<file path="src/rtl/overtemp_pkg.sv">
// package: constants and types of the over-temperature fault response block
// Behaviour
// - response code 00 keeps the output regulating and ignores the fault.
// - code 01 runs on for the programmed delay, then follows the retry field.
// - code 10 disables the output at once, then follows the retry field.
// - code 11 latches off until fault bit or clear-all command clears it.
// - reset, or output commanded off then on, also clears a latched fault.
// - retry field 000 makes no restart and keeps the output off until cleared.
// - retry codes 1..6 restart that many times, then latch off until cleared.
// - starts of restart attempts are spaced by the delay count times unit.
// - retry code 111 restarts forever until commanded off or another fault.
// - bits 2:0 count delay units for run-on or retry spacing; 0 means one.
// - configuration is one byte, written and read back over byte transfers.
// - delay codes 1..7 mean 2, 4, 8 up to 128 units, doubling each step.
// - one delay unit's length comes from the separate time-unit setting.
package overtemp_pkg;
   // command codes seen on the management bus
   localparam logic [7:0] CMD_OT_RESPONSE  = 8'h50;
   localparam logic [7:0] CMD_CLEAR_FAULTS = 8'h03;
   localparam logic [7:0] CMD_STATUS_TEMP  = 8'h7d;
   localparam logic [7:0] TIME_UNIT_CMD    = 8'hd2;  // home of the time-unit setting
   // configuration byte layout
   localparam int RESP_HI  = 7;
   localparam int RESP_LO  = 6;
   localparam int RETRY_HI = 5;
   localparam int RETRY_LO = 3;
   localparam int DELAY_HI = 2;
   localparam int DELAY_LO = 0;
   localparam int STATUS_OT_BIT = 7;
   localparam logic [7:0] RESPONSE_RESET = 8'h80;  // disable, no retry, one unit
   localparam logic [2:0] RETRY_NONE    = 3'h0;
   localparam logic [2:0] RETRY_FOREVER = 3'h7;
   // timing: time unit is counted in microseconds
   localparam int CLK_PERIOD_NS = 8;
   localparam int US_NS         = 1000;
   localparam int CYC_PER_US    = US_NS / CLK_PERIOD_NS;
   localparam logic [6:0] US_LAST = 7'(CYC_PER_US - 1);

   typedef enum logic [1:0] {
      RESP_IGNORE   = 2'h0,
      RESP_CONTINUE = 2'h1,
      RESP_DISABLE  = 2'h2,
      RESP_LATCH    = 2'h3
   } resp_mode_t;

   typedef enum logic [3:0] {
      ST_RUN   = 4'b0001,
      ST_DELAY = 4'b0010,
      ST_WAIT  = 4'b0100,
      ST_LATCH = 4'b1000
   } ot_state_t;

   typedef struct packed {
      logic       write;
      logic [7:0] code;
      logic [7:0] wdata;
   } cmd_req_t;
endpackage

</file>
<file path="src/rtl/overtemp_fault_response.sv">
// over-temperature fault response: config byte, restart sequencing and status flag
module overtemp_fault_response (
   input  wire logic                  i_clk,
   input  wire logic                  i_reset,
   input  wire logic                  i_cmd_valid,
   input  wire overtemp_pkg::cmd_req_t i_cmd,
   input  wire logic                  i_ot_fault,
   input  wire logic                  i_on_cmd,
   input  wire logic                  i_other_shutdown,
   input  wire logic [7:0]            i_time_unit_us,
   output logic                       o_rd_valid,
   output logic [7:0]                 o_rd_data,
   output logic                       o_cmd_nack,
   output logic                       o_output_enable,
   output logic                       o_ot_fault_flag,
   output logic                       o_latched_off
);
   import overtemp_pkg::*;

   logic [7:0] resp_r;
   logic       rd_valid_r;
   logic [7:0] rd_data_r;
   logic       nack_r;
   logic       flag_r;
   logic       out_en_r;
   ot_state_t  state_r;
   ot_state_t  state_nxt;
   logic [2:0] att_r;
   logic [2:0] att_nxt;
   logic       tmr_start;
   logic       tmr_busy_r;
   logic [6:0] us_cnt_r;
   logic [7:0] unit_us_cnt_r;
   logic [7:0] units_left_r;
   logic       tmr_done;
   logic       us_last;
   logic       unit_last;
   logic [7:0] unit_us;
   logic       clr_all;
   logic       clr_bit;
   logic       clear_evt;
   logic       wr_resp;
   logic       rd_resp;
   logic       rd_status;
   resp_mode_t mode;
   logic [2:0] retries;
   logic [2:0] delay_code;

   assign mode       = resp_mode_t'(resp_r[RESP_HI:RESP_LO]);
   assign retries    = resp_r[RETRY_HI:RETRY_LO];
   assign delay_code = resp_r[DELAY_HI:DELAY_LO];

   // command decode; only the three codes below are known here
   assign wr_resp   = i_cmd_valid && i_cmd.write && (i_cmd.code == CMD_OT_RESPONSE);
   assign rd_resp   = i_cmd_valid && !i_cmd.write && (i_cmd.code == CMD_OT_RESPONSE);
   assign rd_status = i_cmd_valid && !i_cmd.write && (i_cmd.code == CMD_STATUS_TEMP);
   assign clr_all   = i_cmd_valid && i_cmd.write && (i_cmd.code == CMD_CLEAR_FAULTS);
   assign clr_bit   = i_cmd_valid && i_cmd.write && (i_cmd.code == CMD_STATUS_TEMP)
                      && i_cmd.wdata[STATUS_OT_BIT];
   assign clear_evt = clr_all || clr_bit;

   // configuration byte: plain byte write and byte read back
   always_ff @(posedge i_clk) begin
      if (i_reset) begin
         resp_r <= RESPONSE_RESET;
      end else if (wr_resp) begin
         resp_r <= i_cmd.wdata;
      end
   end

   // read answer one cycle after the request; unknown codes are nacked
   always_ff @(posedge i_clk) begin
      if (i_reset) begin
         rd_valid_r <= 1'b0;
         rd_data_r  <= 8'h00;
         nack_r     <= 1'b0;
      end else begin
         rd_valid_r <= rd_resp || rd_status;
         nack_r     <= i_cmd_valid && !wr_resp && !rd_resp && !rd_status && !clr_all
                       && (i_cmd.code != CMD_STATUS_TEMP || !i_cmd.write);
         if (rd_resp) begin
            rd_data_r <= resp_r;
         end else if (rd_status) begin
            rd_data_r <= {flag_r, 7'h00};
         end
      end
   end

   // status flag; a fault in the clearing cycle wins so no event is lost
   always_ff @(posedge i_clk) begin
      if (i_reset) begin
         flag_r <= 1'b0;
      end else if (i_ot_fault) begin
         flag_r <= 1'b1;
      end else if (clear_evt) begin
         flag_r <= 1'b0;
      end
   end

   // delay timer: 2**code units, each unit i_time_unit_us microseconds, a zero setting taken as one
   assign unit_us   = (i_time_unit_us == 8'h00) ? 8'h01 : i_time_unit_us;
   assign us_last   = (us_cnt_r == US_LAST);
   assign unit_last = (unit_us_cnt_r == unit_us - 8'h01);
   assign tmr_done  = tmr_busy_r && us_last && unit_last && (units_left_r == 8'h00);

   always_ff @(posedge i_clk) begin
      if (i_reset) begin
         tmr_busy_r    <= 1'b0;
         us_cnt_r      <= 7'h00;
         unit_us_cnt_r <= 8'h00;
         units_left_r  <= 8'h00;
      end else if (tmr_start) begin
         tmr_busy_r    <= 1'b1;
         us_cnt_r      <= 7'h00;
         unit_us_cnt_r <= 8'h00;
         units_left_r  <= (8'h01 << delay_code) - 8'h01;
      end else if (tmr_busy_r) begin
         if (state_nxt == ST_RUN || state_nxt == ST_LATCH) begin
            tmr_busy_r <= 1'b0;
         end
         us_cnt_r <= us_last ? 7'h00 : us_cnt_r + 7'h01;
         if (us_last) begin
            unit_us_cnt_r <= unit_last ? 8'h00 : unit_us_cnt_r + 8'h01;
            if (unit_last) begin
               if (units_left_r == 8'h00) begin
                  tmr_busy_r <= 1'b0;
               end else begin
                  units_left_r <= units_left_r - 8'h01;
               end
            end
         end
      end
   end

   // next state of the response sequencer
   always_comb begin
      state_nxt = state_r;
      att_nxt   = att_r;
      tmr_start = 1'b0;
      if (!i_on_cmd) begin
         state_nxt = ST_RUN;
         att_nxt   = 3'h0;
      end else if (i_other_shutdown) begin
         state_nxt = ST_LATCH;
      end else begin
         case (state_r)
            ST_RUN: begin
               if (!i_ot_fault) begin
                  att_nxt = 3'h0;
               end else if (mode == RESP_IGNORE) begin
                  state_nxt = ST_RUN;
               end else if (mode == RESP_LATCH) begin
                  state_nxt = ST_LATCH;
               end else if (mode == RESP_CONTINUE && att_r == 3'h0) begin
                  state_nxt = ST_DELAY;
                  tmr_start = 1'b1;
               end else if (retries == RETRY_NONE) begin
                  state_nxt = ST_LATCH;
               end else if (retries == RETRY_FOREVER || att_r < retries) begin
                  state_nxt = ST_WAIT;
                  tmr_start = 1'b1;
               end else begin
                  state_nxt = ST_LATCH;
               end
            end
            ST_DELAY: begin
               if (tmr_done && !i_ot_fault) begin
                  state_nxt = ST_RUN;
               end else if (tmr_done && retries == RETRY_NONE) begin
                  state_nxt = ST_LATCH;
               end else if (tmr_done) begin
                  state_nxt = ST_WAIT;
                  tmr_start = 1'b1;
               end
            end
            ST_WAIT: begin
               if (clear_evt) begin
                  state_nxt = ST_RUN;
                  att_nxt   = 3'h0;
               end else if (tmr_done) begin
                  state_nxt = ST_RUN;
                  att_nxt   = (att_r == 3'h7) ? att_r : att_r + 3'h1;
               end
            end
            ST_LATCH: begin
               if (clear_evt) begin
                  state_nxt = ST_RUN;
                  att_nxt   = 3'h0;
               end
            end
            default: begin
               state_nxt = ST_LATCH;
               att_nxt   = 3'h0;
            end
         endcase
      end
   end

   // sequencer state and output enable; the enable is registered for a clean pin
   always_ff @(posedge i_clk) begin
      if (i_reset) begin
         state_r  <= ST_RUN;
         att_r    <= 3'h0;
         out_en_r <= 1'b0;
      end else begin
         state_r  <= state_nxt;
         att_r    <= att_nxt;
         out_en_r <= i_on_cmd && !i_other_shutdown
                     && (state_nxt == ST_RUN || state_nxt == ST_DELAY);
      end
   end

   assign o_rd_valid      = rd_valid_r;
   assign o_rd_data       = rd_data_r;
   assign o_cmd_nack      = nack_r;
   assign o_output_enable = out_en_r;
   assign o_ot_fault_flag = flag_r;
   assign o_latched_off   = (state_r == ST_LATCH);
endmodule

</file>
<file path="config.mk">
export PLATFORM = sky130hd
export DESIGN_NAME = overtemp_fault_response
export DESIGN_NICKNAME = d
export VERILOG_FILES = /design/src/rtl/overtemp_pkg.sv /design/src/rtl/overtemp_fault_response.sv
export SDC_FILE = /design/constraint.sdc
export NUM_CORES = 1
export LEC_CHECK = 0
export BUFFER_PORTS_ARGS = -buffer_cell sky130_fd_sc_hd__clkbuf_2
export CORE_ASPECT_RATIO = 1.25
export CORE_MARGIN = 4
export CORE_UTILIZATION = 45
export DETAILED_ROUTE_END_ITERATION = 12
export PLACE_DENSITY = 0.62
export SYNTH_ARGS = -nofsm -noshare
export SYNTH_HDL_FRONTEND = slang
export SYNTH_SLANG_ARGS = --single-unit
</file>
<file path="constraint.sdc">
create_clock -name i_clk -period 13.6 [get_ports i_clk]
set_clock_uncertainty 0.2 [all_clocks]
set_input_delay 2.72 -clock i_clk [delete_from_list [all_inputs] [get_ports i_clk]]
set_output_delay 2.72 -clock i_clk [all_outputs]
set_load 0.005 [all_outputs]
</file>
# Word level (Yosys, flattened, before mapping)
# Cells that the tools add are included.
op_classes:
  eq_ne: 22
  shifts: 1
  addsub: 6
  n_reduce_logical: 49
  n_lt_le_gt_ge: 1
  n_mux: 51
  bitwise_logic: 3
op_table:
  columns: ["op", "count"]
  rows:
  - ["$mux 8", 9]
  - ["$mux 4", 14]
  - ["$sub 8x1->8 const B", 3]
  - ["$logic_and 1x1->1", 21]
  - ["$mux 1", 19]
  - ["$eq 8x7->1 const B", 2]
  - ["$logic_not 8->1", 2]
  - ["$pmux 4 s4", 1]
  - ["$mux 3", 5]
  - ["$pmux 3 s4", 1]
  - ["$reduce_bool 2->1", 5]
  - ["$add 8x1->8 const B", 1]
  - ["$eq 4x1->1 const B", 2]
  - ["$eq 4x2->1 const B", 2]
  - ["$eq 4x4->1 const B", 2]
  - ["$eq 8x2->1 const B", 1]
  - ["$eq 8x8->1", 1]
  - ["$ne 8x7->1 const B", 1]
  - ["$shl 1x3->8 const A", 1]
  - ["$add 7x1->7 const B", 1]
  - ["$eq 7x7->1 const B", 1]
  - ["$logic_not 1->1", 7]
  - ["$mux 7", 1]
  - ["$eq 3x3->1 const B", 2]
  - ["other kinds (17)", 28]
word_totals:
  wordCells: 145
  regBits: 51
  in_bits: 31
  output_inout_bits: 13

# Longest topological paths before layout
# Gate-level depths: netlist of the first run.
depth:
  depth_word: 20
  ltp_mapped: 20
  mapped_depth_nobuf: 19

# Least setup slack after synthesis of the first run
# No wires, ideal clock.
synth_timing:
  path_type: "in2reg"
  from: "input i_time_unit_us[2]"
  to: "register units_left_r[2]"
  required_time_ns: 13.278
  path_slack_ns: 7.083
  setup_time_ns: 0.122
  path_stages: 17
  arrival_ns: 6.195
  n_path_buf: 2
  path_cell_list: "buf_6 -> nor3_1 -> a31oi_1 -> ha_1 -> a221oi_1 -> nor4bb_1 -> nand4_2 -> o32ai_4 -> inv_2 -> nor4b_1 -> a21oi_1 -> ha_1 -> clkbuf_1 -> and4_1 -> o21ai_0 -> o41ai_1 -> a311o_1"
synth_between:
  elab_chain_len: 14
  elab_cells_between_ends: 20
  classes_between: "add/sub (1); eq/ne (2); mux (8); reduce/logical (9)"
synth_rtl:
  columns: ["item", "line", "source"]
  rows:
  - ["start: declaration", "overtemp_fault_response.sv:10", "input wire logic [7:0] i_time_unit_us,"]
  - ["$logic_not 8->1", "overtemp_fault_response.sv:101", "assign unit_us = (i_time_unit_us == 8'h00) ? 8'h01 : i_time_unit_us;"]
  - ["$mux 8 *", "overtemp_fault_response.sv:101", null]
  - ["$sub 8x1->8 *", "overtemp_fault_response.sv:103", "assign unit_last = (unit_us_cnt_r == unit_us - 8'h01);"]
  - ["$eq 8x8->1 *", "overtemp_fault_response.sv:103", null]
  - ["$logic_and 1x1->1 (2 in a row)", "overtemp_fault_response.sv:104", "assign tmr_done = tmr_busy_r && us_last && unit_last && (units_left_r == 8'h00);"]
  - ["$mux 1 or $logic_and 1x1->1 (tied branches)", "overtemp_fault_response.sv:171, overtemp_fault_response.sv:169", null]
  - ["$mux 1", "overtemp_fault_response.sv:169", "end else if (tmr_done && retries == RETRY_NONE) begin"]
  - ["$mux 1", "overtemp_fault_response.sv:167", "if (tmr_done && !i_ot_fault) begin"]
  - ["$pmux 1 s2", "overtemp_fault_response.sv:146", "case (state_r)"]
  - ["$mux 1", "overtemp_fault_response.sv:143", "end else if (i_other_shutdown) begin"]
  - ["$mux 1", "overtemp_fault_response.sv:140", "if (!i_on_cmd) begin"]
  - ["$ne 2x2->1 (no line) or $reduce_bool 2->1 (tied branches)", null, null]
  - ["$reduce_and 4->1 (no line)", null, null]
  - ["end signal: assignment", "overtemp_fault_response.sv:116", "units_left_r <= (8'h01 << delay_code) - 8'h01;"]
  - ["end signal: assignment", "overtemp_fault_response.sv:128", "units_left_r <= units_left_r - 8'h01;"]
  - ["end: declaration", "overtemp_fault_response.sv:34", "logic [7:0] units_left_r;"]
# Every way passes the cells marked *; elsewhere a longest branch is shown, timed or not.
# A chain may end at the register's enable or synchronous reset.

# Worst setup path in the final report of the first run
# Ends and elaborated chain as after synthesis.

==> results of run 1 <==
[cell type report]
| type | instances | area [µm²] |
|---|---|---|
| fill | 658 | 3160 |
| multi-input combinational | 290 | 1850 |
| sequential | 51 | 1020 |
| timing repair buffer | 44 | 223 |
| tap | 87 | 109 |
| clock buffer | 7 | 86.3 |
| inverter | 19 | 71.3 |
| clock inverter | 1 | 8.76 |
[power by group through the flow]
stage | combinational [mW] | clock (mW) | sequential (mW)
after global routing | 0.0250 | 0.101 | 0.151
after CTS | 0.0222 | 0.0961 | 0.151
final | 0.0221 | 0.0914 | 0.151
after global placement | 0.0220 | 0 | 0.154
after detailed placement | 0.0220 | 0 | 0.154
after floorplan | 0.0127 | 0 | 0.154
[through the flow]
| stage | util | worst slack [ns] | power [mW] |
|---|---|---|---|
| CTS | 0.516 | 6.82 | 0.269 |
| global placement | 0.502 | 6.63 | 0.176 |
| floorplan | - | 7.08 | 0.167 |
| detailed placement | 0.502 | 6.49 | 0.176 |
| finish | 0.516 | 6.80 | 0.264 |
| global route | 0.516 | 6.37 | 0.277 |
[sequential cells by signal (all words and copies together) (netlist names), 3 cells and up]
register / count
units_left_r: 8
us_cnt_r: 7
state_r: 4
unit_us_cnt_r: 8
resp_r: 8
o_rd_data: 8
att_r: 3
[cells in the mapped netlist (2+ instances only)]
library cell,instances
a211oi_1,3
a21boi_0,3
a21o_1,6
a21oi_1,22
a22oi_1,9
a311oi_1,3
a31oi_1,5
a41oi_1,2
and3_1,3
and4_1,2
clkbuf_1,12
dfxtp_1,51
ha_1,10
inv_1,17
inv_2,2
mux2i_1,15
nand2_1,30
nand2b_1,8
nand3_1,11
nand3b_1,3
nand4_1,7
nor2_1,55
nor2b_1,3
nor3_1,17
nor4_1,2
o21ai_0,10
o21bai_1,2
o22ai_1,2
or2_2,3
or3_1,8
or4_1,4
or4b_2,2
xnor2_1,12
xor2_1,7
[worst max-delay path, cell delays in order]
cell	delay (ns)
clkbuf_2	0.14
nor3_1	0.36
a31oi_1	0.21
ha_1	0.35
a221oi_1	0.28
nor4bb_1	0.38
nand4_2	0.29
o32ai_4	0.47
inv_2	0.14
nor4b_1	0.28
a21oi_1	0.08
ha_1	0.33
and4_1	0.23
o21ai_0	0.16
o41ai_1	0.10
a311o_1	0.29
[logic make-up after synthesis]
family | synth area share
AND/OR/NAND/NOR | 0.280
AO/OA/AOI/OAI | 0.189
flip-flops | 0.340
buffers and inverters | 0.0454
XOR/XNOR | 0.0553
multiplexers | 0.0499
adder cells (fa/ha/maj) | 0.0416
[worst paths after layout]
check                                       start               to  slack [ns]
worst max register to register    units_left_r[2]  units_left_r[2]        9.36
worst max-delay path            i_time_unit_us[2]  units_left_r[2]        6.80
worst min register to register    units_left_r[7]  units_left_r[7]        0.28
worst min-delay path              units_left_r[7]  units_left_r[7]        0.28
[routing by layer]
metal	GRT usage	share of wire
met1	0.225	0.45
met2	0.300	0.47
met3	0.0326	0.041
met4	0.0832	0.033
met5	0	0
==> impl_metrics.ini, run 1 <==
[setup_path]
crit_fanout = 19
path_class = primary input to register
crit_required_ns = 13.60
worstSetupEndpointType = register
arrival_ns = 6.80
r2r_cells = 14
start_kind = primary input

[logic_synthesis]
yosysWarnings = 0
synth_edf_count = 0
yosysSeqAreaShare = 0.340
synth_top_area_cell = dfxtp_1
synth_fp_nets = 416
avgSynthCellArea_um2 = 8.02
synth_ff_type = dfxtp_1
ys_async_sr_fraction = 0
synthTopCellsByArea = dfxtp_1 34%, nor2_1 6.9%, mux2i_1 5.0%, ha_1 4.2%, nand2_1 3.7%
syn-cell-area_um2 = 3010
ys_ff_latch = 51
syn_inst = 375
synth_top_area_share = 0.340
synth_cell_types = 58

[layout]
final_common_cell = nor2_1
fin_nets = 452
mostFrequentLayoutCells = 55 x nor2_1, 51 x dfxtp_1, 43 x clkbuf_2
final_area_um2 = 3370
syn_to_final_growth_pct = 12.0
diodes = 0
drive_gt1_frac = 0.158
fin_cells = 499

[timing]
fmax_ghz = 0.147
worstMarginPinSlew_ns = 1.04
whs_ns = 0.281
rsz0062_at_grt = no
period_minus_slack_ns = 6.80
slew_headroom = 0.305
drv_slew = 0
setup_viol = 0
finalCritPeriodShare = 0.500
tns_ns = 0
hold_violations = 0

[min_path]
min_path_cells = 1
hold_path.class = register to register

[pwr]
power.switching_mw = 0.0635
pwr-share-seq = 0.571
p_int_mw = 0.201
p_per_area_nw_per_um2 = 78.5
leakage_nw = 1.25
vdd_drop_max_v = 0.0000513
p_sw_frac = 0.240
pwr-share-comb = 0.084
clkPwrFrac = 0.346

[drt]
drtIter0Drc = 89
avgViaCountPerCell = 5.58
wl_um = 6720
post_drt_wl_per_cell_um = 13.5
vias = 2786
drtPass1Iterations = 4
final_antenna_net_count = 0
drc = 0

[cts]
cts_buffers = 5
cts_tree = done
clk_latency_ns = 0.30
cts-hold-fix-buffers = 0
cts.clk_slew.worst_paths_ns = 0.09
cts_resized = 0
cts_setup_buffers = 0
clock-root-buffer = clkbuf_8
cts.sinks = 51
ctsLongestPathBuffers = 2
cts_max_level = 2

[global_routing]
grt_pass1_vias = 2667
grt_max_degree = 34
grt_overflow_total = 0
grt_pass1_wl_um = 11800
antenna_found_initial = 0
grt_use_total = 0.181

[floorplanning]
die_h_um = 99.4
io_pins = 44
num_rows = 33
die_area_um2 = 8060
start_util = 0.461
core-area_um2 = 6520
die_w_um = 81.1

[run_status]
status = finished, final reports clean

[place]
placed_area_um2 = 3270
hpwl_um = 5110
port_buffers = 43
place.gp.congestion = 0.854
placedCellCount = 491

[job]
cap_violations = 0
(Power assumes the default switching activity.)
==> run 2, diff against run 1 <==
Settings changed: ABC_AREA set to 1, PLACE_DENSITY 0.62 to 0.64.
Clock period 13.6 ns to 6.15 ns, I/O delays scaled along.
==> impl_metrics.ini, run 2 <==
[logic_synthesis]
syn-cell-area_um2 = 3210
ys_async_sr_fraction = 0
yosysSeqAreaShare = 0.318
netlist_top_cells_count = 95 x nand2_1, 76 x inv_1, 51 x dfxtp_1
syn_inst = 477
synth_ff_type = dfxtp_1
ys_ff_latch = 51
avgSynthCellArea_um2 = 6.73
synth_fp_nets = 518
synth_top_area_share = 0.318
synthTopCellsByArea = dfxtp_1 32%, nand2_1 11%, inv_1 8.9%, nand3_1 7.3%, a21oi_1 5.5%
synth_edf_count = 0
synth_cell_types = 44
yosysWarnings = 0
synth_top_area_cell = dfxtp_1
synth_most_common_cell = nand2_1

[drt]
avgViaCountPerCell = 5.03
final_antenna_net_count = 0
drtPass1Iterations = 4
post_drt_wl_per_cell_um = 11.6
wl_um = 7060
vias = 3075
drc = 0
drtIter0Drc = 77

[job]
cap_violations = 0

[cts]
cts_tree = done
cts-hold-fix-buffers = 0
cts.clk_slew.worst_paths_ns = 0.09
cts_setup_buffers = 0
clock-root-buffer = clkbuf_8
clk_latency_ns = 0.30
cts_buffers = 5
cts_max_level = 2
cts_resized = 0
ctsLongestPathBuffers = 2
cts.sinks = 51

[global_routing]
grtUsageMet3 = 0.0306
grt_overflow_total = 0
top_usage_layer = met2
grt_pass1_wl_um = 12400
use_met1 = 0.193
grt_max_degree = 23
grt_pass1_vias = 2905
met2_usage = 0.328
antenna_found_initial = 0
grt_use_total = 0.173

[pwr]
leakage_nw = 1.69
total_power_mw = 0.634
vdd_drop_max_v = 0.0000877
p_per_area_nw_per_um2 = 175

[min_path]
hold_path.class = register to register

[timing]
setup_viol = 0
slew_headroom = 0.430
period_minus_slack_ns = 4.27
drv_slew = 0
hold_violations = 0
fmax_ghz = 0.234
tns_ns = 0
finalCritPeriodShare = 0.695
rsz0062_at_grt = no
fin_ws_ns = 1.88
worstMarginPinSlew_ns = 0.848
whs_ns = 0.265

[layout]
fin_nets = 561
fin_cells = 611
drive_gt1_frac = 0.154
ff_latch_area_um2 = 1020
syn_to_final_growth_pct = 12.7
fillers = 714
diodes = 0
mostFrequentLayoutCells = 95 x nand2_1, 76 x inv_1, 51 x dfxtp_1
final_common_cell = nand2_1
multi_input_area_um2 = 1850

[place]
dp_slack_ns = 1.56
placedCellCount = 603
place.gp.congestion = 0.848
port_buffers = 43
hpwl_um = 5690

[floorplanning]
die_h_um = 102
start_util = 0.463
core-area_um2 = 6930
io_pins = 44
die_w_um = 83.5
num_rows = 34
die_area_um2 = 8560

[setup_path]
crit_fanout = 19
crit_required_ns = 6.20
start_kind = primary input
worstSetupEndpointType = register
path_class = primary input to register
arrival_ns = 4.32

[run_status]
status = finished, final reports clean
==> run 2: changes by cell type after synthesis, moves of 9 or more <==
| cell | before | now |
|---|---|---|
| nand2_1 | 30 | 95 |
| inv_1 | 17 | 76 |
| nand3_1 | 11 | 47 |
| mux2i_1 | 15 | 0 |
| nor2_1 | 55 | 41 |
| a21oi_1 | 22 | 35 |
| o21ai_0 | 10 | 20 |
| xnor2_1 | 12 | 2 |
| a22oi_1 | 9 | 0 |
==> run 2: path summary, 6_finish.rpt <==
kind,start,endpoint,slack [ns],cells past startpoint
worst max-delay path,i_time_unit_us[6],units_left_r[6],1.88,27
worst min-delay path,o_rd_data[2],o_rd_data[2],0.26,2
worst max register to register,resp_r[5],units_left_r[6],3.14,20
worst min register to register,o_rd_data[2],o_rd_data[2],0.26,2
==> run 2: logic make-up after synthesis <==
kind of cell	Yosys count	share of synthesized area
buf+inv	87	0.106
compound gates	74	0.131
fa+ha+maj	10	0.0390
simple gates	242	0.370
flops	51	0.318
xor+xnor	13	0.0355
==> run 2: worst max-delay path: stages <==
cell	delay, ns
clkbuf_2	0.10
inv_1	0.06
nand2_1	0.05
nor2_1	0.17
nand2_4	0.11
nand2_1	0.09
inv_1	0.05
ha_1	0.24
xnor2_1	0.20
xor2_1	0.16
nand3_1	0.13
nor2_4	0.15
nand3_4	0.10
nor2_4	0.10
nand4_2	0.10
nand2_4	0.13
nand2_4	0.15
nand2_1	0.13
o21ai_2	0.08
inv_1	0.06
ha_1	0.15
nand3_1	0.13
nor2_1	0.17
nand3_1	0.08
nand3_1	0.09
nand2_1	0.05
inv_1	0.04
==> run 2: final cells by class <==
class                   count  area share
multi-input cells         339       0.511
flip-flops and latches     51       0.282
inverters                  80      0.0830
repair buffers             43      0.0595
well taps                  90      0.0311
clock buffers               6      0.0228
clock inverters             2     0.00969
==> run 2: per-layer routing <==
layer	up-vias	share of wire
met2	54	0.50
met4	0	0.023
met3	15	0.032
li1	1644	-
met5	-	0
met1	1362	0.44
==> run 2: power breakdown <==
| part | switching [mW] | total, mW | internal [mW] | leakage (nW) |
|---|---|---|---|---|
| clock | 0.108 | 0.240 | 0.132 | 0.0612 |
| sequential | 0.00168 | 0.334 | 0.332 | 0.412 |
| combinational | 0.0382 | 0.0599 | 0.0218 | 1.21 |
| total | 0.148 | 0.634 | 0.486 | 1.69 |
==> run 2: per-stage QoR <==
step | instance area (µm²) | utilization
floorplan | 3210 | -
global placement | 3500 | 0.505
detailed placement | 3500 | 0.505
CTS | 3620 | 0.521
global route | 3620 | 0.521
finish | 3620 | 0.521
==> run 3, diff against run 2 <==
Clock period 6.15 ns to 3.6 ns, I/O delays scaled along.
==> impl_metrics.ini, run 3 (synthesized netlist as in run 2, its figures left out) <==
[timing]
fmax_ghz = 0.303
period_minus_slack_ns = 3.30
hold_violations = 0
worstMarginPinSlew_ns = 0.633
drv_slew = 0
rsz0062_at_grt = yes
finalCritPeriodShare = 0.918
slew_headroom = 0.578
setup_viol = 0

[cts]
cts_buffers = 5
cts_setup_buffers = 0
cts-hold-fix-buffers = 0
cts_tree = done
clock-root-buffer = clkbuf_8
ctsLongestPathBuffers = 2
cts.sinks = 51
cts.clk_slew.worst_paths_ns = 0.10
clk_latency_ns = 0.31
cts_max_level = 2

[global_routing]
antenna_found_initial = 0
grt_pass1_wl_um = 12500
grt_use_total = 0.173
grt_overflow_total = 0
grt_pass1_vias = 2893
grt_max_degree = 23

[layout]
fin_nets = 588
post-route-util = 0.552
mostFrequentLayoutCells = 95 x nand2_1, 76 x inv_1, 51 x dfxtp_1
fillers = 714
syn_to_final_growth_pct = 19.3
final_common_cell = nand2_1
final_area_um2 = 3830
diodes = 0
multi_input_area_um2 = 1890
ff_latch_area_um2 = 1020
drive_gt1_frac = 0.204

[setup_path]
path_depth = 28
critical_path.slowest_cell = ha_4
start_kind = primary input
regToRegStartpoint = resp_r[5]
crit_required_ns = 3.62
critical_path.endpoint = units_left_r[6]
worstSetupEndpointType = register
cp_top_family = simple AND/OR/NAND/NOR gates
crit_fanout = 6
startpoint = i_time_unit_us[4]
r2r_cells = 21
rrSetupSlack_ns = 0.78
crit_buf_inv = 6
arrival_ns = 3.32
timing.rr.end = units_left_r[6]
max_stage_delay_ns = 0.18
path_class = primary input to register

[floorplanning]
die_h_um = 102
io_pins = 44
start_util = 0.463
die_w_um = 83.5
num_rows = 34
die_area_um2 = 8560
core-area_um2 = 6930

[place]
place.gp.congestion = 0.931
placed_area_um2 = 3700
hpwl_um = 5890
port_buffers = 43

[min_path]
hold_path.class = register to register

[pwr]
p_per_area_nw_per_um2 = 270
total_power_mw = 1.03
vdd_drop_max_v = 0.000190
leakage_nw = 1.82

[job]
cap_violations = 0

[drt]
final_antenna_net_count = 0
vias = 3189
drc = 0
avgViaCountPerCell = 5.00
drtIter0Drc = 100
wl_um = 7370
post_drt_wl_per_cell_um = 11.5
drtPass1Iterations = 4

[run_status]
status = finished, final reports clean
run 3: through the flow:
| stage | std cells | setup WS [ns] | setup TNS [ns] | hold WS, ns |
|---|---|---|---|---|
| floorplan | 477 | 0.0247 | 0 | 0.257 |
| global placement | 630 | -0.0579 | -0.0929 | 0.249 |
| detailed placement | 630 | -0.146 | -0.426 | 0.253 |
| CTS | 638 | 0.160 | 0 | 0.276 |
| global route | 638 | -0.0852 | -0.169 | 0.292 |
| finish | 638 | 0.295 | 0 | 0.272 |
run 3: how the worst min path moves through the flow:
| stage | end | startpoint | cells past startpoint |
|---|---|---|---|
| floorplan | o_rd_data[0] | o_rd_data[0] | 2 |
| global placement | o_rd_data[4] | o_rd_data[4] | 2 |
| detailed placement | o_rd_data[0] | o_rd_data[0] | 2 |
| CTS | o_rd_data[0] | o_rd_data[0] | 2 |
| global route | o_rd_data[0] | o_rd_data[0] | 2 |
| finish | o_rd_data[0] | o_rd_data[0] | 2 |
run 3: repair_timing:
action / 4_1_cts / 5_1_grt
resized for setup: 0 / 7
hold endpoints to repair: 0 / 0
setup endpoints to repair: 0 / 7
run 3: layer usage:
layer	part of all wire	GRT usage	routed length (µm)
met1	0.43	0.189	3150
met2	0.52	0.334	3840
met4	0.019	0.0656	143
met3	0.032	0.0306	235
met5	0	0	0
run 3: cell type report:
type	count	area share
clock buffer	6	0.0190
multi-input combinational	339	0.493
tap	90	0.0294
sequential	51	0.267
inverter	80	0.0784
timing repair buffer	70	0.109
clock inverter	2	0.00425
run 3: worst reg2reg max path, delay by kind of cell, from the launching register on:
| kind | cells | cell delay (ns) |
|---|---|---|
| DFF | 1 | 0.38 |
| and+or+nand+nor | 10 | 0.82 |
| buffers and inverters | 5 | 0.29 |
| AOI/OAI and AO/OA | 4 | 0.56 |
| adders and majority gates | 2 | 0.47 |
run 3: where the power goes:
part           leakage, nW  switching (mW)  internal, mW
Clock               0.0418           0.202         0.140
Sequential           0.412         0.00293         0.568
Combinational         1.36          0.0692        0.0503
